--- config.mk ---
export PLATFORM = sky130hd
export DESIGN_NAME = rtcp_regs
export DESIGN_NICKNAME = d
export VERILOG_FILES = /design/src/rtcp_pkg.sv /design/src/rtcp_regs.sv /design/src/rtcp_divider.sv
export SDC_FILE = /design/constraint.sdc
export NUM_CORES = 1
export LEC_CHECK = 0
export ABC_AREA = 1
export BUFFER_PORTS_ARGS = -buffer_cell sky130_fd_sc_hd__buf_2
export CORE_MARGIN = 5
export CORE_UTILIZATION = 50
export DETAILED_ROUTE_END_ITERATION = 6
export GPL_TIMING_DRIVEN = 0
export HOLD_SLACK_MARGIN = 0.08
export PLACE_DENSITY = 0.73
export REMOVE_ABC_BUFFERS = 1
export SYNTH_ARGS = -nofsm -noshare
export SYNTH_HDL_FRONTEND = slang
export SYNTH_HIERARCHICAL = 1
export SYNTH_SLANG_ARGS = --single-unit
--- constraint.sdc ---
create_clock -name clk -period 1.7 [get_ports clk]
set_input_delay 0.34 -clock clk [delete_from_list [all_inputs] [get_ports clk]]
set_output_delay 0.34 -clock clk [all_outputs]
set_load 0.02 [all_outputs]
--- src/rtcp_pkg.sv ---
// Package with register map, field layouts and constants of the calendar prescaler and alarm slice.
// Behaviour
// - Prescaler and alarm-0 writes take effect only while initialization state is active.
// - Input ticks divided by asynchronous factor plus one give the intermediate tick.
// - Intermediate ticks divided by synchronous factor plus one give the calendar tick.
// - Prescaler at 0x10 resets to 0x007f00ff on backup reset only.
// - Alarm-0 at 0x1c clears on backup reset only; system reset leaves it.
// - Alarm upper half: date mask, weekday select, day tens/units, hour mask, pm, hour digits.
// - Alarm lower half: minute mask, minute tens/units, second mask, second tens/units.
// - A set date mask drops the date/day field from the alarm comparison.
// - Init request stops the calendar counter and permits programming; clearing resumes.
package rtcp_pkg;

  localparam int ADDR_W = 8;
  localparam int FACTOR_A_W = 7;
  localparam int FACTOR_S_W = 15;

  localparam logic [ADDR_W-1:0] OFS_CTRL = 8'h0c;
  localparam logic [ADDR_W-1:0] OFS_PSC = 8'h10;
  localparam logic [ADDR_W-1:0] OFS_ALRM = 8'h1c;

  localparam logic [31:0] PSC_RESET = 32'h007f00ff;
  localparam logic [31:0] PSC_FIELD_MASK = 32'h007f7fff;
  localparam logic [31:0] ALRM_RESET = 32'h00000000;

  localparam int CTRL_MATCH_BIT = 8;
  localparam int CTRL_INIT_REQ_BIT = 7;
  localparam int CTRL_INIT_FLAG_BIT = 6;

  localparam logic [1:0] RESP_OKAY = 2'h0;
  localparam logic [1:0] RESP_SLVERR = 2'h2;

  typedef enum logic [1:0] {SEL_NONE, SEL_CTRL, SEL_PSC, SEL_ALRM} rtcp_sel_e;

  typedef struct packed {
    logic [8:0] rsvdHigh;
    logic [FACTOR_A_W-1:0] factorA;
    logic rsvdMid;
    logic [FACTOR_S_W-1:0] factorS;
  } rtcp_psc_s;

  typedef struct packed {
    logic dateMask;
    logic weekdaySelect;
    logic [1:0] dayTens;
    logic [3:0] dayUnits;
    logic hourMask;
    logic afternoonFlag;
    logic [1:0] hourTens;
    logic [3:0] hourUnits;
    logic minuteMask;
    logic [2:0] minuteTens;
    logic [3:0] minuteUnits;
    logic secondMask;
    logic [2:0] secondTens;
    logic [3:0] secondUnits;
  } rtcp_alarm_s;

endpackage

--- src/rtcp_regs.sv ---
// Prescaler and alarm-0 register slice with AXI4-Lite slave, dividers and alarm compare.
//
// Register access over AXI4-Lite was left to the implementer.
`timescale 1ns/1ps
module rtcp_regs (
  input wire logic clk,
  input wire logic nrst,
  input wire logic nbkpRst,
  input wire logic rtcInputTick,
  input wire logic [31:0] calendarNow,
  input wire logic [rtcp_pkg::ADDR_W-1:0] s_axi_awaddr,
  input wire logic s_axi_awvalid,
  output logic s_axi_awready,
  input wire logic [31:0] s_axi_wdata,
  input wire logic [3:0] s_axi_wstrb,
  input wire logic s_axi_wvalid,
  output logic s_axi_wready,
  output logic [1:0] s_axi_bresp,
  output logic s_axi_bvalid,
  input wire logic s_axi_bready,
  input wire logic [rtcp_pkg::ADDR_W-1:0] s_axi_araddr,
  input wire logic s_axi_arvalid,
  output logic s_axi_arready,
  output logic [31:0] s_axi_rdata,
  output logic [1:0] s_axi_rresp,
  output logic s_axi_rvalid,
  input wire logic s_axi_rready,
  output logic asyncPrescaledClk,
  output logic calendarTickClk,
  output logic initStateFlag,
  output logic alarmMatch
);

  function automatic rtcp_pkg::rtcp_sel_e decodeSel(input logic [rtcp_pkg::ADDR_W-1:0] addr);
    case (addr)
      rtcp_pkg::OFS_CTRL: decodeSel = rtcp_pkg::SEL_CTRL;
      rtcp_pkg::OFS_PSC: decodeSel = rtcp_pkg::SEL_PSC;
      rtcp_pkg::OFS_ALRM: decodeSel = rtcp_pkg::SEL_ALRM;
      default: decodeSel = rtcp_pkg::SEL_NONE;
    endcase
  endfunction

  rtcp_pkg::rtcp_psc_s prescaler;
  rtcp_pkg::rtcp_alarm_s alarm0;
  rtcp_pkg::rtcp_alarm_s nowFields;
  rtcp_pkg::rtcp_psc_s next_prescaler;
  logic initRequest;
  logic initFlag;
  logic [rtcp_pkg::ADDR_W-1:0] awAddr;
  logic [31:0] wData;
  logic [3:0] wStrb;
  logic awHeld;
  logic wHeld;
  rtcp_pkg::rtcp_sel_e wSel;
  rtcp_pkg::rtcp_sel_e rSel;
  logic wrFire;
  logic fullWord;
  logic wrOk;
  logic initExit;
  logic dateHit;
  logic hourHit;
  logic minuteHit;
  logic secondHit;
  logic [31:0] ctrlWord;
  logic [31:0] readWord;

  assign s_axi_awready = !awHeld && !s_axi_bvalid;
  assign s_axi_wready = !wHeld && !s_axi_bvalid;
  assign s_axi_arready = !s_axi_rvalid;
  assign wrFire = awHeld && wHeld && !s_axi_bvalid;
  assign wSel = decodeSel(awAddr);
  assign rSel = decodeSel(s_axi_araddr);
  assign fullWord = &wStrb;
  assign wrOk = (wSel != rtcp_pkg::SEL_NONE) && fullWord && ((wSel == rtcp_pkg::SEL_CTRL) || initFlag);
  assign next_prescaler = rtcp_pkg::rtcp_psc_s'(wData & rtcp_pkg::PSC_FIELD_MASK);
  assign initStateFlag = initFlag;

  // Write address and data are latched separately so either may arrive first.
  always_ff @(posedge clk) begin
    if (!nrst) begin
      awHeld <= 1'b0;
      wHeld <= 1'b0;
      awAddr <= '0;
      wData <= '0;
      wStrb <= '0;
    end else begin
      if (s_axi_awvalid && s_axi_awready) begin
        awHeld <= 1'b1;
        awAddr <= s_axi_awaddr;
      end else if (wrFire) begin
        awHeld <= 1'b0;
      end
      if (s_axi_wvalid && s_axi_wready) begin
        wHeld <= 1'b1;
        wData <= s_axi_wdata;
        wStrb <= s_axi_wstrb;
      end else if (wrFire) begin
        wHeld <= 1'b0;
      end
    end
  end

  always_ff @(posedge clk) begin
    if (!nrst) begin
      s_axi_bvalid <= 1'b0;
      s_axi_bresp <= rtcp_pkg::RESP_OKAY;
    end else if (wrFire) begin
      s_axi_bvalid <= 1'b1;
      s_axi_bresp <= wrOk ? rtcp_pkg::RESP_OKAY : rtcp_pkg::RESP_SLVERR;
    end else if (s_axi_bready) begin
      s_axi_bvalid <= 1'b0;
    end
  end

  always_ff @(posedge clk) begin
    if (!nbkpRst) begin
      prescaler <= rtcp_pkg::rtcp_psc_s'(rtcp_pkg::PSC_RESET);
    end else if (wrFire && wrOk && (wSel == rtcp_pkg::SEL_PSC)) begin
      prescaler <= next_prescaler;
    end
  end

  always_ff @(posedge clk) begin
    if (!nbkpRst) begin
      alarm0 <= rtcp_pkg::rtcp_alarm_s'(rtcp_pkg::ALRM_RESET);
    end else if (wrFire && wrOk && (wSel == rtcp_pkg::SEL_ALRM)) begin
      alarm0 <= rtcp_pkg::rtcp_alarm_s'(wData);
    end
  end

  always_ff @(posedge clk) begin
    if (!nrst) begin
      initRequest <= 1'b0;
      initFlag <= 1'b0;
    end else begin
      if (wrFire && wrOk && (wSel == rtcp_pkg::SEL_CTRL)) begin
        initRequest <= wData[rtcp_pkg::CTRL_INIT_REQ_BIT];
      end
      initFlag <= initRequest;
    end
  end

  assign ctrlWord = (32'(alarmMatch) << rtcp_pkg::CTRL_MATCH_BIT) |
                    (32'(initRequest) << rtcp_pkg::CTRL_INIT_REQ_BIT) |
                    (32'(initFlag) << rtcp_pkg::CTRL_INIT_FLAG_BIT);
  assign readWord = (rSel == rtcp_pkg::SEL_CTRL) ? ctrlWord :
                    (rSel == rtcp_pkg::SEL_PSC) ? 32'(prescaler) :
                    (rSel == rtcp_pkg::SEL_ALRM) ? 32'(alarm0) : 32'h00000000;

  always_ff @(posedge clk) begin
    if (!nrst) begin
      s_axi_rvalid <= 1'b0;
      s_axi_rdata <= '0;
      s_axi_rresp <= rtcp_pkg::RESP_OKAY;
    end else if (s_axi_arvalid && s_axi_arready) begin
      s_axi_rvalid <= 1'b1;
      s_axi_rdata <= readWord;
      s_axi_rresp <= (rSel == rtcp_pkg::SEL_NONE) ? rtcp_pkg::RESP_SLVERR : rtcp_pkg::RESP_OKAY;
    end else if (s_axi_rready) begin
      s_axi_rvalid <= 1'b0;
    end
  end

  assign initExit = initFlag && !initRequest;

  rtcp_divider #(.W(rtcp_pkg::FACTOR_A_W)) asyncStage (
    .clk(clk),
    .nrst(nrst),
    .tickIn(rtcInputTick),
    .factor(prescaler.factorA),
    .run(!initFlag),
    .reload(initExit),
    .tickOut(asyncPrescaledClk)
  );

  rtcp_divider #(.W(rtcp_pkg::FACTOR_S_W)) syncStage (
    .clk(clk),
    .nrst(nrst),
    .tickIn(asyncPrescaledClk),
    .factor(prescaler.factorS),
    .run(!initFlag),
    .reload(initExit),
    .tickOut(calendarTickClk)
  );

  assign nowFields = rtcp_pkg::rtcp_alarm_s'(calendarNow);
  // date mask drops the day field.
  assign dateHit = alarm0.dateMask || ({alarm0.weekdaySelect, alarm0.dayTens, alarm0.dayUnits} ==
                   {nowFields.weekdaySelect, nowFields.dayTens, nowFields.dayUnits});
  assign hourHit = alarm0.hourMask || ({alarm0.afternoonFlag, alarm0.hourTens, alarm0.hourUnits} ==
                   {nowFields.afternoonFlag, nowFields.hourTens, nowFields.hourUnits});
  assign minuteHit = alarm0.minuteMask || ({alarm0.minuteTens, alarm0.minuteUnits} ==
                     {nowFields.minuteTens, nowFields.minuteUnits});
  assign secondHit = alarm0.secondMask || ({alarm0.secondTens, alarm0.secondUnits} ==
                     {nowFields.secondTens, nowFields.secondUnits});

  // The match is suppressed in init state because the calendar is not running.
  always_ff @(posedge clk) begin
    if (!nrst) begin
      alarmMatch <= 1'b0;
    end else begin
      alarmMatch <= dateHit && hourHit && minuteHit && secondHit && !initFlag;
    end
  end

  a_protect_psc_write: assert property (@(posedge clk) disable iff (!nrst || !nbkpRst)
    (wrFire && (wSel == rtcp_pkg::SEL_PSC) && !initFlag) |=> $stable(prescaler))
    else $error("Prescaler changed outside init state.");

  a_partial_strobe_err: assert property (@(posedge clk) disable iff (!nrst)
    (wrFire && !fullWord) |=> s_axi_bvalid && (s_axi_bresp == rtcp_pkg::RESP_SLVERR))
    else $error("Partial write was not refused.");

  a_psc_bkp_reset: assert property (@(posedge clk)
    !nbkpRst |=> (32'(prescaler) == rtcp_pkg::PSC_RESET))
    else $error("Prescaler missed its backup reset value.");

  a_psc_sys_keep: assert property (@(posedge clk) disable iff (!nbkpRst)
    (!nrst && !wrFire) |=> $stable(prescaler))
    else $error("System reset disturbed the prescaler.");

  a_alarm_bkp_reset: assert property (@(posedge clk)
    !nbkpRst |=> (32'(alarm0) == rtcp_pkg::ALRM_RESET))
    else $error("Alarm register missed its backup reset value.");

  a_alarm_sys_keep: assert property (@(posedge clk) disable iff (!nbkpRst)
    (!nrst && !wrFire) |=> $stable(alarm0))
    else $error("System reset disturbed the alarm register.");

  a_date_mask_skip: assert property (@(posedge clk) disable iff (!nrst || !nbkpRst)
    (alarm0.dateMask && hourHit && minuteHit && secondHit && !initFlag) |=> alarmMatch)
    else $error("Masked date field blocked the alarm.");

  a_init_enter: assert property (@(posedge clk) disable iff (!nrst)
    $rose(initRequest) |-> ##1 initFlag ##1 !calendarTickClk)
    else $error("Init state not entered after request.");

  a_tick_stopped: assert property (@(posedge clk) disable iff (!nrst)
    initFlag[*2] |-> !calendarTickClk && !asyncPrescaledClk)
    else $error("Calendar tick ran in init state.");

  a_exit_restart: assert property (@(posedge clk) disable iff (!nrst)
    initExit |=> !initFlag && !asyncPrescaledClk && !calendarTickClk)
    else $error("Dividers did not restart on init exit.");

endmodule // rtcp_regs

--- src/rtcp_divider.sv ---
// Counting divider that emits one pulse per factor plus one input pulses.
`timescale 1ns/1ps
module rtcp_divider #(
  parameter int W = 7
) (
  input wire logic clk,
  input wire logic nrst,
  input wire logic tickIn,
  input wire logic [W-1:0] factor,
  input wire logic run,
  input wire logic reload,
  output logic tickOut
);

  logic [W-1:0] count;
  logic atEnd;

  assign atEnd = (count == factor);

  always_ff @(posedge clk) begin
    if (!nrst || reload || !run) begin
      count <= '0;
      tickOut <= 1'b0;
    end else begin
      tickOut <= tickIn && atEnd;
      if (tickIn) begin
        count <= atEnd ? '0 : W'(count + 1'b1);
      end
    end
  end

  a_divide_ratio: assert property (@(posedge clk) disable iff (!nrst)
    tickOut |-> $past(tickIn) && ($past(count) == $past(factor)) && (count == '0))
    else $error("Divider pulsed at the wrong count.");

endmodule // rtcp_divider

Yosys cells after proc, flatten, opt, wreduce, memory -nomap -nowiden
Cells that the tools add are included.

Input bits: 93. Output and inout bits: 45. Flip-flop bits (word level): 165.

Add/subtract/negate cells: 2. Equality and inequality tests: 18. Reduce and logical (&&, ||, !) cells: 41. Bitwise gates (word level): 2. Muxes and demuxes: 16.

Operators by type and width (number): two-way mux 32 bit (3); == test 7 bit (5); == test 8 x 5 -> 1 bit (second input constant) (4); logical AND 1 bit (20); == test 8 x 4 -> 1 bit (second input constant) (2); adder 15 x 1 -> 15 bit (second input constant) (1); == test 15 bit (1); two-way mux 15 bit (1); case mux 2 bit (3 select lines) (2); nonzero test 2 bit (5); OR 9 x 7 -> 9 bit (1); OR 9 x 8 -> 9 bit (1); == test 2 bit (second input constant) (4); adder 7 x 1 -> 7 bit (second input constant) (1); logical NOT 1 bit (7); logical OR 1 bit (7); two-way mux 1 bit (7); two-way mux 7 bit (1); == test 2 x 1 -> 1 bit (second input constant) (2); two-way mux 2 bit (2); AND reduction 4 bit (1); logical NOT 2 bit (1).

Depth between registers and ports, before layout
Gate-level depths: netlist of the first run.

Depth in word-level cells: 7. Gate-level depth with buffers: 10. Gate-level depth less buffers: 10.

Hierarchy
Netlist of the first run, hierarchy kept.

Modules (own cells, without submodules): rtcp_regs (cells each 888, area each 6083.3 um^2, seq. area each 2782.7 um^2, instances 1); rtcp_divider at syncStage (cells each 184, area each 1058.5 um^2, seq. area each 320.3 um^2, instances 1); rtcp_divider at asyncStage (cells each 85, area each 540.5 um^2, seq. area each 160.2 um^2, instances 1).

Worst setup path before layout of the first run
Ideal clock, no wire load.

Kind: register to register. Start: register s_axi_bvalid. End: register wData[28]. Arrival time: 1.354 ns. Buffers on the path: 1. Data required time: 1.572 ns. Period minus slack after synthesis: 1.482 ns. Cell stages (with the launch flop): 6. Setup slack: 0.218 ns. Library setup time: 0.128 ns. Cells stage by stage: dfxtp_1 nor2_1 nand2_1 clkbuf_1 o21ai_0 a21oi_1.

Cells in the longest elaborated chain, start to end: 3.

Ends and longest elaborated chain: start: declaration (line rtcp_regs.sv:19) `output logic s_axi_bvalid,`; start signal: assignment (line rtcp_regs.sv:105) `s_axi_bvalid <= 1'b0;`; start signal: assignment (line rtcp_regs.sv:108) `s_axi_bvalid <= 1'b1;`; start signal: assignment (line rtcp_regs.sv:111) `s_axi_bvalid <= 1'b0;`; logical NOT 1 bit (line rtcp_regs.sv:68) `assign s_axi_wready = !wHeld && !s_axi_bvalid;`; logical AND 1 bit (line rtcp_regs.sv:68); net s_axi_wready (line rtcp_regs.sv:17) `output logic s_axi_wready,`; logical AND 1 bit (line rtcp_regs.sv:93) `if (s_axi_wvalid && s_axi_wready) begin`; end signal: assignment (line rtcp_regs.sv:95) `wData <= s_axi_wdata;`; end: declaration (line rtcp_regs.sv:50) `logic [31:0] wData;`.

The timed path passes the listed nets, and every way through them passes these cells. A chain may end at the register's enable or synchronous reset.

Worst setup path in the final report of the first run
Start: register awAddr[0] (netlist bit). End: register alarm0[1] (netlist bit).

Cells in the longest elaborated chain, start to end: 7. Elaborated cells on any way between the ends: 12.

Ends and longest elaborated chain: start: declaration (line rtcp_regs.sv:49) `logic [rtcp_pkg::ADDR_W-1:0] awAddr;`; start signal: assignment (line rtcp_regs.sv:89) `awAddr <= s_axi_awaddr;`; == test 8 x 5 -> 1 bit or == test 8 x 4 -> 1 bit (tied branches) (line rtcp_regs.sv:35) `case (addr)`; case mux 2 bit (3 select lines) * (line rtcp_regs.sv:35); == test 2 x 1 -> 1 bit or nonzero test 2 bit (tied branches) (line rtcp_regs.sv:74) `assign wrOk = (wSel != rtcp_pkg::SEL_NONE) && fullWord && ((wSel == rtcp_pkg::SEL_CTRL) || initFlag);`; logical OR 1 bit or logical AND 1 bit (tied branches) (line rtcp_regs.sv:74); logical AND 1 bit (line rtcp_regs.sv:74); logical AND 1 bit (line rtcp_regs.sv:126) `end else if (wrFire && wrOk && (wSel == rtcp_pkg::SEL_ALRM)) begin`; logical AND 1 bit * (line rtcp_regs.sv:126); end signal: assignment (line rtcp_regs.sv:125) `alarm0 <= rtcp_pkg::rtcp_alarm_s'(rtcp_pkg::ALRM_RESET);`; end signal: assignment (line rtcp_regs.sv:127) `alarm0 <= rtcp_pkg::rtcp_alarm_s'(wData);`; end: declaration (line rtcp_regs.sv:44) `rtcp_pkg::rtcp_alarm_s alarm0;`.

Every way passes the cells marked *; elsewhere a longest branch is shown, timed or not.

==> results of run 1 <==
## sequential cells by signal, summed over array words and instances (netlist names)
| name | cells |
|---|---|
| syncStage/tickOut | 1 |
| wHeld | 1 |
| alarm0 | 32 |
| syncStage/count | 15 |
| asyncStage/count | 7 |
| s_axi_bresp | 1 |
| s_axi_rdata | 32 |
| initRequest | 1 |
| s_axi_bvalid | 1 |
| s_axi_rresp | 1 |
| prescaler | 22 |
| alarmMatch | 1 |
| initStateFlag | 1 |
| asyncStage/tickOut | 1 |
| awAddr | 8 |
| awHeld | 1 |
| s_axi_rvalid | 1 |
| wData | 32 |
| wStrb | 4 |
## per-stage QoR
step                TNS, ns  utilization [%]
CTS                       0             60.2
detailed placement   -46.79             55.0
floorplan            -18.66                -
global placement     -77.62             54.9
global route              0             61.3
finish                    0             61.3
## worst max-delay path, delay by kind of cell, from the launching register on
| family | cells | cell delay, ns |
|---|---|---|
| simple gates | 8 | 0.77 |
| buf+inv | 2 | 0.37 |
| flops | 1 | 0.32 |
## synth_stat cells, drive strengths merged
library cell  count
ha                2
nor2            178
clkinv            3
o21ai            75
dfxtp           163
a31oi             1
nand4            17
nand3            52
nand2           361
o21a              1
inv             149
conb              1
a21oi            74
o21bai            2
xor2             12
and3              1
buf              25
clkbuf           24
o211a             1
nor3              7
xnor2             8
## how the worst max path moves through the flow
stage                                         to  depth (start not counted)                      start  slack, ns
finish                    alarm0[1]$_SDFFE_PN0P_                         10     awAddr[0]$_SDFFE_PN0P_       0.12
global route              alarm0[3]$_SDFFE_PN0P_                         10     awAddr[0]$_SDFFE_PN0P_       0.02
CTS                 s_axi_rdata[29]$_SDFFE_PN0P_                          5  s_axi_rvalid$_SDFFE_PN0P_       0.03
detailed placement   s_axi_bresp[1]$_SDFFE_PN0P_                          4                       nrst      -0.97
global placement           wStrb[1]$_SDFFE_PN0P_                          5  s_axi_bvalid$_SDFFE_PN0P_      -1.06
floorplan                  wData[0]$_SDFFE_PN0P_                          4  s_axi_bvalid$_SDFFE_PN0P_      -0.51
## metal layers
layer	vias to the layer above	global-route usage (%)
met4	4	8.57
li1	3823	-
met2	217	38.2
met1	3329	30.1
met3	34	4.65
met5	-	0
## what timing repair did
item	in CTS	in global routing
cloned	4	1
pin swaps	4	3
buffers inserted	11	9
setup endpoints to repair	93	105
resized for setup	11	14
## area by class of cell
cell class,count,area (um^2),share of cell area [%]
clock buffers,22,474,5.11
well taps,188,235,2.53
inverters,152,592,6.38
repair buffers,152,915,9.85
clock inverters,9,129,1.39
flip-flops and latches,163,3260,35.2
multi-input cells,799,3670,39.6
## power by group
part / leakage (uW) / switching, uW / internal [uW]
combinational: 0.00279 / 530 / 280
sequential: 0.00133 / 73.2 / 3970
clock: 0.000292 / 1520 / 2420
## cells by family (layout without fill, tap and decap cells)
kind of cell	Yosys count	in the layout	share of synthesized area, %
xor gates and xnor gates	20	20	2.28
and+or+nand+nor	616	621	33.8
buffers and inverters	201	335	10.9
DFF	163	163	42.5
other	1	2	0.0488
AOI/OAI and AO/OA	154	154	10.2
adders and majority gates	2	2	0.326
==> impl_results.html, run 1 <==
<table>
<tr><th>Metric</th><th>Value</th></tr>
<tr><th colspan="2">Run status</th></tr>
<tr><td>Status</td><td>finished clean</td></tr>
<tr><th colspan="2">Global routing</th></tr>
<tr><td>Leftover overflow at the end of global routing</td><td>0</td></tr>
<tr><td>Initial antenna violation count</td><td>2</td></tr>
<tr><td>Vias in the first global route</td><td>6688</td></tr>
<tr><td>Aggregate global-route resource usage</td><td>23.1%</td></tr>
<tr><td>Maximum number of pins on one net before global-route repair</td><td>72</td></tr>
<tr><td>First-pass GRT wire length</td><td>32900 um</td></tr>
<tr><th colspan="2">Clocking</th></tr>
<tr><td>CTS Root Buffer Type</td><td>sky130_fd_sc_hd__clkbuf_16</td></tr>
<tr><td>Clock-pin slew on the worst setup and hold paths</td><td>0.06 ns</td></tr>
<tr><td>Clock tree from TritonCTS</td><td>done</td></tr>
<tr><td>Hold buffer count at CTS</td><td>0</td></tr>
<tr><td>Clock Tree Buf Depth</td><td>2</td></tr>
<tr><td>Total CTS buffers</td><td>17</td></tr>
<tr><td>Clock Sinks</td><td>163</td></tr>
<tr><td>Worst-Skew Late Latency</td><td>0.42 ns</td></tr>
<tr><td>Maximum level of the CTS H-tree</td><td>4</td></tr>
<tr><th colspan="2">Synthesis</th></tr>
<tr><td>Mean Syn Cell Area</td><td>6.64 um^2</td></tr>
<tr><td>Number of synthesized register bits</td><td>163</td></tr>
<tr><td>Biggest area consumer among synthesized cells</td><td>sky130_fd_sc_hd__dfxtp_1</td></tr>
<tr><td>Share of the synthesized area in the top cell type</td><td>42.5%</td></tr>
<tr><td>Yosys warns</td><td>6</td></tr>
<tr><td>Cell variety after synth</td><td>34</td></tr>
<tr><td>Seq/Total Area, Yosys</td><td>42.5%</td></tr>
<tr><td>Synthesized instance count</td><td>1157</td></tr>
<tr><td>Largest cells by area after synthesis</td><td>sky130_fd_sc_hd__dfxtp_1 (42%), sky130_fd_sc_hd__nand2_1 (17%), sky130_fd_sc_hd__nor2_1 (7.6%), sky130_fd_sc_hd__inv_1 (6.7%), sky130_fd_sc_hd__a21oi_1 (4.8%)</td></tr>
<tr><td>Post-Synthesis Cell Area</td><td>0.00768 mm^2</td></tr>
<tr><th colspan="2">Power and ir drop</th></tr>
<tr><td>Maximum VDD drop</td><td>0.694 mV</td></tr>
<tr><td>Leakage power of the design</td><td>0.00441 uW</td></tr>
<tr><td>PnR Total Power</td><td>8790 uW</td></tr>
<tr><td>Cell area power density</td><td>947 mW/mm^2</td></tr>
<tr><th colspan="2">Setup path</th></tr>
<tr><td>Max FO, Critical Path</td><td>6</td></tr>
<tr><td>CP arrival</td><td>1.89 ns</td></tr>
<tr><td>Crit path kind</td><td>reg2reg</td></tr>
<tr><td>Worst-case register-to-register setup slack</td><td>0.12 ns</td></tr>
<tr><td>Maximum cell stage delay along the critical path</td><td>0.32 ns</td></tr>
<tr><td>Worst endpoint required time</td><td>2.01 ns</td></tr>
<tr><td>Worst reg2reg path startpoint</td><td>awAddr[0]$_SDFFE_PN0P_</td></tr>
<tr><td>Slowest stage cell on the critical path</td><td>sky130_fd_sc_hd__dfxtp_1</td></tr>
<tr><td>Worst R2R End</td><td>alarm0[1]$_SDFFE_PN0P_</td></tr>
<tr><td>Crit end category</td><td>flop</td></tr>
<tr><td>Worst r2r path cells</td><td>10</td></tr>
<tr><td>Most used cell along the critical path</td><td>sky130_fd_sc_hd__nand2_1</td></tr>
<tr><td>Series of cell instances along the critical path</td><td>nor2_2 -&gt; nand3_2 -&gt; nand2_2 -&gt; nand3_4 -&gt; buf_6 -&gt; nor2_4 -&gt; buf_4 -&gt; nand2_1 -&gt; nand2_1 -&gt; nor2_1</td></tr>
<tr><td>Startpoint type of the worst setup path</td><td>flop</td></tr>
<tr><th colspan="2">Worst hold path</th></tr>
<tr><td>Worst hold path cell count</td><td>3</td></tr>
<tr><td>Worst hold path endpoint</td><td>awAddr[0]$_SDFFE_PN0P_</td></tr>
<tr><td>Tightest Hold Check Type</td><td>in2reg</td></tr>
<tr><td>Origin of the worst min-delay path</td><td>s_axi_awaddr[0]</td></tr>
<tr><th colspan="2">STA</th></tr>
<tr><td>Worst-margin pin slew</td><td>1.12 ns</td></tr>
<tr><td>Headroom to the max-slew limit</td><td>25.6%</td></tr>
<tr><td>Maximum clock frequency</td><td>633 MHz</td></tr>
<tr><td>Worst Skew</td><td>0.00751 ns</td></tr>
<tr><td>Crit path time final</td><td>1.58 ns</td></tr>
<tr><td>Final WS setup</td><td>0.120 ns</td></tr>
<tr><td>Final hold slack</td><td>0.165 ns</td></tr>
<tr><td>Number of hold violations in the final report</td><td>0</td></tr>
<tr><td>Unrepaired setup endpoints after global routing</td><td>no</td></tr>
<tr><td>Setup Viol. Count Final</td><td>0</td></tr>
<tr><td>Final period utilization</td><td>92.9%</td></tr>
<tr><td>Total count of max-transition violations in the final report</td><td>0</td></tr>
<tr><th colspan="2">Placed design</th></tr>
<tr><td>Worst slack at placement</td><td>-0.971 ns</td></tr>
<tr><td>Post-Place Cell Area</td><td>0.00833 mm^2</td></tr>
<tr><td>Total of buffers placed on input and output ports</td><td>131</td></tr>
<tr><td>Inst Count DP</td><td>1429</td></tr>
<tr><td>RD Place Congestion</td><td>0.882</td></tr>
<tr><td>HPWL after DPL</td><td>12900 um</td></tr>
<tr><th colspan="2">Finish</th></tr>
<tr><td>Proportion of layout cells with a drive suffix above 1</td><td>18.7%</td></tr>
<tr><td>Area of all placed cells without fillers</td><td>0.00928 mm^2</td></tr>
<tr><td>Fill cell total of the finished layout</td><td>1422</td></tr>
<tr><td>Highest-count cells in the layout ignoring fill and taps</td><td>sky130_fd_sc_hd__nand2_1 (347), sky130_fd_sc_hd__dfxtp_1 (163), sky130_fd_sc_hd__nor2_1 (156)</td></tr>
<tr><td>Count of nets after finishing</td><td>1380</td></tr>
<tr><td>Syn-to-layout area delta</td><td>20.8%</td></tr>
<tr><td>Most common library cell in the layout ignoring fill and taps</td><td>sky130_fd_sc_hd__nand2_1</td></tr>
<tr><td>ANT cells</td><td>0</td></tr>
<tr><td>Non-filler instance count after layout</td><td>1485</td></tr>
<tr><th colspan="2">Die</th></tr>
<tr><td>Row cnt</td><td>45</td></tr>
<tr><td>Starting density of the core</td><td>50.7%</td></tr>
<tr><td>Floorplan die height</td><td>134 um</td></tr>
<tr><td>Io pins</td><td>138</td></tr>
<tr><td>Standard cell core area</td><td>0.0151 mm^2</td></tr>
<tr><td>Area enclosed by the die boundary</td><td>0.0179 mm^2</td></tr>
<tr><td>Overall die width</td><td>134 um</td></tr>
<tr><th colspan="2">Route</th></tr>
<tr><td>Wire per inst</td><td>14.1 um</td></tr>
<tr><td>Sum of routed wire length over all layers</td><td>20900 um</td></tr>
<tr><td>Met2 layer wire length in the routed design</td><td>9910 um</td></tr>
<tr><td>Met3 Routed Length</td><td>1440 um</td></tr>
<tr><td>Count of vias placed by the detailed router</td><td>7407</td></tr>
<tr><td>Max layer used</td><td>met5</td></tr>
<tr><td>Iteration-0 DRC Markers</td><td>666</td></tr>
<tr><td>Total DRC errors in the routed layout</td><td>0</td></tr>
<tr><td>Antenna viol nets, final</td><td>0</td></tr>
<tr><td>Met1 wire length</td><td>9100 um</td></tr>
<tr><td>Drt first pass iters</td><td>5</td></tr>
<tr><td>Via count normalized by instance count</td><td>4.99</td></tr>
<tr><th colspan="2">Job</th></tr>
<tr><td>Max-cap viol count</td><td>0</td></tr>
</table>
Note: power is estimated with default switching activity, not from simulation.
==> run 2: changes to the inputs <==
- ABC_AREA: 1 -> unset
- CORE_UTILIZATION: 50 -> 55
- PLACE_DENSITY: 0.73 -> 0.8
==> run 2 against run 1 <==
The flow now finishes with violations (setup timing). Critical path type unchanged. Total power shrank 4.7%. Cell area fell by 6.7%. Largest cell class unchanged. Fmax decreased by 21%. Worst setup slack lost 0.42 ns. Via count is 10% lower. Non-clock buffer count fell by 1. Combinational power shrank 5.2%.
==> impl_results.html, run 2 <==
<table>
<tr><th>Metric</th><th>Value</th></tr>
<tr><th colspan="2">Run status</th></tr>
<tr><td>Status</td><td>finished with violations</td></tr>
<tr><td>Violated checks</td><td>setup timing</td></tr>
<tr><th colspan="2">Route</th></tr>
<tr><td>Iteration-0 DRC Markers</td><td>579 (-13%)</td></tr>
<tr><td>Sum of routed wire length over all layers</td><td>20000 um (-4.1%)</td></tr>
<tr><td>Antenna viol nets, final</td><td>0 (unchanged)</td></tr>
<tr><td>Total DRC errors in the routed layout</td><td>0 (unchanged)</td></tr>
<tr><td>Drt first pass iters</td><td>6 (+1)</td></tr>
<tr><td>Wire per inst</td><td>17.9 um (+27%)</td></tr>
<tr><td>Via count normalized by instance count</td><td>5.94 (+19%)</td></tr>
<tr><td>Count of vias placed by the detailed router</td><td>6642 (-10%)</td></tr>
<tr><th colspan="2">Power and ir drop</th></tr>
<tr><td>Cell area power density</td><td>967 mW/mm^2 (+2.2%)</td></tr>
<tr><td>Maximum VDD drop</td><td>0.697 mV (+0.29%)</td></tr>
<tr><td>Leakage power of the design</td><td>0.00346 uW (-22%)</td></tr>
<tr><th colspan="2">Clocking</th></tr>
<tr><td>Clock Sinks</td><td>163 (unchanged)</td></tr>
<tr><td>Clock Tree Buf Depth</td><td>2 (unchanged)</td></tr>
<tr><td>Clock-pin slew on the worst setup and hold paths</td><td>0.06 ns (about the same)</td></tr>
<tr><td>Hold buffer count at CTS</td><td>0 (unchanged)</td></tr>
<tr><td>Maximum level of the CTS H-tree</td><td>4 (unchanged)</td></tr>
<tr><td>CTS Root Buffer Type</td><td>sky130_fd_sc_hd__clkbuf_16</td></tr>
<tr><td>Worst-Skew Late Latency</td><td>0.42 ns (about the same)</td></tr>
<tr><td>Total CTS buffers</td><td>17 (unchanged)</td></tr>
<tr><td>Clock tree from TritonCTS</td><td>done</td></tr>
<tr><th colspan="2">Placed design</th></tr>
<tr><td>HPWL after DPL</td><td>12700 um (-1.9%)</td></tr>
<tr><td>Worst slack at placement</td><td>-0.955 ns (+0.0151 ns)</td></tr>
<tr><td>Inst Count DP</td><td>1075 (-25%)</td></tr>
<tr><td>Post-Place Cell Area</td><td>0.00781 mm^2 (-6.3%)</td></tr>
<tr><td>Total of buffers placed on input and output ports</td><td>131 (unchanged)</td></tr>
<tr><td>RD Place Congestion</td><td>0.888 (+0.67%)</td></tr>
<tr><th colspan="2">Finish</th></tr>
<tr><td>Count of nets after finishing</td><td>1032 (-25%)</td></tr>
<tr><td>Area of all placed cells without fillers</td><td>0.00866 mm^2 (-6.7%)</td></tr>
<tr><td>Non-filler instance count after layout</td><td>1119 (-25%)</td></tr>
<tr><td>ANT cells</td><td>0 (unchanged)</td></tr>
<tr><td>Highest-count cells in the layout ignoring fill and taps</td><td>sky130_fd_sc_hd__dfxtp_1 (157), sky130_fd_sc_hd__nand2_1 (131), sky130_fd_sc_hd__buf_2 (131)</td></tr>
<tr><td>Proportion of layout cells with a drive suffix above 1</td><td>23.8% (+5.1 points)</td></tr>
<tr><td>Biggest regs</td><td>alarm0 x32, s_axi_rdata x32, wData x32</td></tr>
<tr><td>Syn-to-layout area delta</td><td>22.1%</td></tr>
<tr><td>Most common library cell in the layout ignoring fill and taps</td><td>sky130_fd_sc_hd__dfxtp_1</td></tr>
<tr><td>Core Util, Final</td><td>68.6% (+7.3 points)</td></tr>
<tr><th colspan="2">Global routing</th></tr>
<tr><td>First-pass GRT wire length</td><td>31100 um (-5.5%)</td></tr>
<tr><td>Aggregate global-route resource usage</td><td>26.1% (+3.0 points)</td></tr>
<tr><td>Initial antenna violation count</td><td>1 (-1)</td></tr>
<tr><td>Maximum number of pins on one net before global-route repair</td><td>62 (-14%)</td></tr>
<tr><td>Leftover overflow at the end of global routing</td><td>0 (unchanged)</td></tr>
<tr><td>Vias in the first global route</td><td>6280 (-6.1%)</td></tr>
<tr><th colspan="2">Die</th></tr>
<tr><td>Area enclosed by the die boundary</td><td>0.0153 mm^2 (-15%)</td></tr>
<tr><td>Starting density of the core</td><td>56.2% (+5.5 points)</td></tr>
<tr><td>Overall die width</td><td>124 um (-7.7%)</td></tr>
<tr><td>Io pins</td><td>138 (unchanged)</td></tr>
<tr><td>Floorplan die height</td><td>124 um (-7.7%)</td></tr>
<tr><td>Standard cell core area</td><td>0.0126 mm^2 (-17%)</td></tr>
<tr><td>Row cnt</td><td>41 (-8.9%)</td></tr>
<tr><th colspan="2">Job</th></tr>
<tr><td>Max-cap viol count</td><td>0 (unchanged)</td></tr>
<tr><th colspan="2">Setup path</th></tr>
<tr><td>Worst endpoint required time</td><td>2.01 ns (about the same)</td></tr>
<tr><td>Crit end category</td><td>flop</td></tr>
<tr><td>Startpoint type of the worst setup path</td><td>flop</td></tr>
<tr><td>Max FO, Critical Path</td><td>11 (+5)</td></tr>
<tr><td>Crit path kind</td><td>reg2reg</td></tr>
<tr><td>CP arrival</td><td>2.31 ns (+0.42 ns)</td></tr>
<tr><th colspan="2">STA</th></tr>
<tr><td>Sum Neg Setup Slack</td><td>-11.86 ns (-11.86 ns)</td></tr>
<tr><td>Maximum clock frequency</td><td>499 MHz (-21%)</td></tr>
<tr><td>Number of hold violations in the final report</td><td>0 (unchanged)</td></tr>
<tr><td>Final WS setup</td><td>-0.303 ns (-0.423 ns)</td></tr>
<tr><td>Worst-margin pin slew</td><td>1.06 ns (-0.0549 ns)</td></tr>
<tr><td>Unrepaired setup endpoints after global routing</td><td>yes</td></tr>
<tr><td>Final period utilization</td><td>118% (+25 points)</td></tr>
<tr><td>Worst Skew</td><td>0.00571 ns (-0.00180 ns)</td></tr>
<tr><td>Total count of max-transition violations in the final report</td><td>0 (unchanged)</td></tr>
<tr><td>Crit path time final</td><td>2.00 ns (+0.423 ns)</td></tr>
<tr><td>Setup Viol. Count Final</td><td>56 (+56)</td></tr>
<tr><td>Headroom to the max-slew limit</td><td>29.2% (+3.7 points)</td></tr>
<tr><th colspan="2">Synthesis</th></tr>
<tr><td>Synthesized instance count</td><td>825 (-29%)</td></tr>
<tr><td>Number of enable-type register cells in the synthesized netlist</td><td>0 (unchanged)</td></tr>
<tr><td>Leading post-synthesis cells by instance count</td><td>sky130_fd_sc_hd__dfxtp_1 (163), sky130_fd_sc_hd__nand2_1 (135), sky130_fd_sc_hd__nand3_1 (70)</td></tr>
<tr><td>FFs w/ async S/R, synth</td><td>0% (unchanged)</td></tr>
<tr><td>Biggest area consumer among synthesized cells</td><td>sky130_fd_sc_hd__dfxtp_1</td></tr>
<tr><td>Share of the synthesized area in the top cell type</td><td>46.0% (+3.5 points)</td></tr>
<tr><td>Seq/Total Area, Yosys</td><td>46.0% (+3.5 points)</td></tr>
<tr><td>Post-Synthesis Cell Area</td><td>0.00710 mm^2 (-7.6%)</td></tr>
<tr><td>Cell with the most instances after synthesis</td><td>sky130_fd_sc_hd__dfxtp_1</td></tr>
<tr><td>Largest cells by area after synthesis</td><td>sky130_fd_sc_hd__dfxtp_1 (46%), sky130_fd_sc_hd__nand2_1 (7.1%), sky130_fd_sc_hd__nand3_1 (4.9%), sky130_fd_sc_hd__o21ai_0 (4.7%), sky130_fd_sc_hd__a21oi_1 (4.3%)</td></tr>
<tr><td>Yosys warns</td><td>6 (unchanged)</td></tr>
<tr><td>Top_reg_cell synth</td><td>sky130_fd_sc_hd__dfxtp_1</td></tr>
<tr><td>Number of synthesized register bits</td><td>163 (unchanged)</td></tr>
<tr><td>Cell variety after synth</td><td>58 (+71%)</td></tr>
<tr><td>Mean Syn Cell Area</td><td>8.60 um^2 (+30%)</td></tr>
<tr><th colspan="2">Worst hold path</th></tr>
<tr><td>Tightest Hold Check Type</td><td>in2reg</td></tr>
</table>
-- run 2: cell count changes after synthesis, sizes merged, moves of 16 or more --
cell,delta
mux2i,+16
xnor2,+23
nand3,+18
xor2,+23
inv,-142
nand2,-226
a21boi,+25
a221oi,+22
nor2,-148
clkbuf,+24
-- run 2: worst paths after layout --
kind | startpoint | end | slack (ns) | cells after the start
setup / recovery | awAddr[7]$_SDFFE_PN0P_ | alarm0[20]$_SDFFE_PN0P_ | -0.30 | 4
hold / removal | s_axi_rready | s_axi_rvalid$_SDFFE_PN0P_ | 0.09 | 2
setup reg to reg | awAddr[7]$_SDFFE_PN0P_ | alarm0[20]$_SDFFE_PN0P_ | -0.30 | 4
hold reg to reg | s_axi_rdata[24]$_SDFFE_PN0P_ | s_axi_rdata[24]$_SDFFE_PN0P_ | 0.45 | 2
-- run 2: cell type report --
type | instances | area, um^2
clock inverter | 5 | 52.6
tap | 172 | 215
clock buffer | 24 | 492
multi-input combinational | 597 | 3750
sequential | 163 | 3270
fill | 1043 | 3960
timing repair buffer | 151 | 848
inverter | 7 | 26.3
-- run 2: what timing repair did --
| item | in CTS | in global routing |
|---|---|---|
| gates cloned | 2 | 1 |
| endpoints found under the setup margin | 141 | 109 |
| pin swaps | 7 | 6 |
| setup buffers | 11 | 1 |
| gates resized for setup | 53 | 35 |
-- run 2: logic make-up (layout without fill, tap and decap cells) --
| group | after synthesis | in the layout | share of synthesized area (%) |
|---|---|---|---|
| AOI/OAI and AO/OA | 199 | 199 | 17.3 |
| xor gates and xnor gates | 66 | 66 | 8.36 |
| adders and majority gates | 2 | 2 | 0.353 |
| buffers and inverters | 69 | 187 | 4.13 |
| DFF | 163 | 163 | 46.0 |
| muxes | 16 | 16 | 2.26 |
| other | 1 | 2 | 0.0528 |
| and+or+nand+nor | 309 | 312 | 21.6 |
-- run 2: worst max-delay path: stages, from the launching register on --
cell	delay, ns
sky130_fd_sc_hd__dfxtp_1	0.31
sky130_fd_sc_hd__or4b_4	0.61
sky130_fd_sc_hd__or4_4	0.64
sky130_fd_sc_hd__o21ai_0	0.24
sky130_fd_sc_hd__a21boi_1	0.09
-- run 2: power by group --
part           leakage (uW)  internal (uW)  switching (uW)
sequential          0.00133           3940            89.6
clock              0.000268           2140            1440
combinational       0.00186            274             494
-- run 2: routing by layer --
metal,track usage [%],up-vias,share of wire [%]
met5,0,-,0.035
met4,10.6,2,2.4
met3,5.81,42,7.6
met2,42.5,288,49
met1,33.5,3167,41
li1,-,3143,-
-- run 2: per-stage QoR --
stage / hold WS [ns] / total power, uW
after floorplan: 0.412 / 4490
after global placement: 0.440 / 4810
after detailed placement: 0.441 / 4830
after CTS: 0.0807 / 8380
after global routing: 0.0801 / 8670
final: 0.0888 / 8380
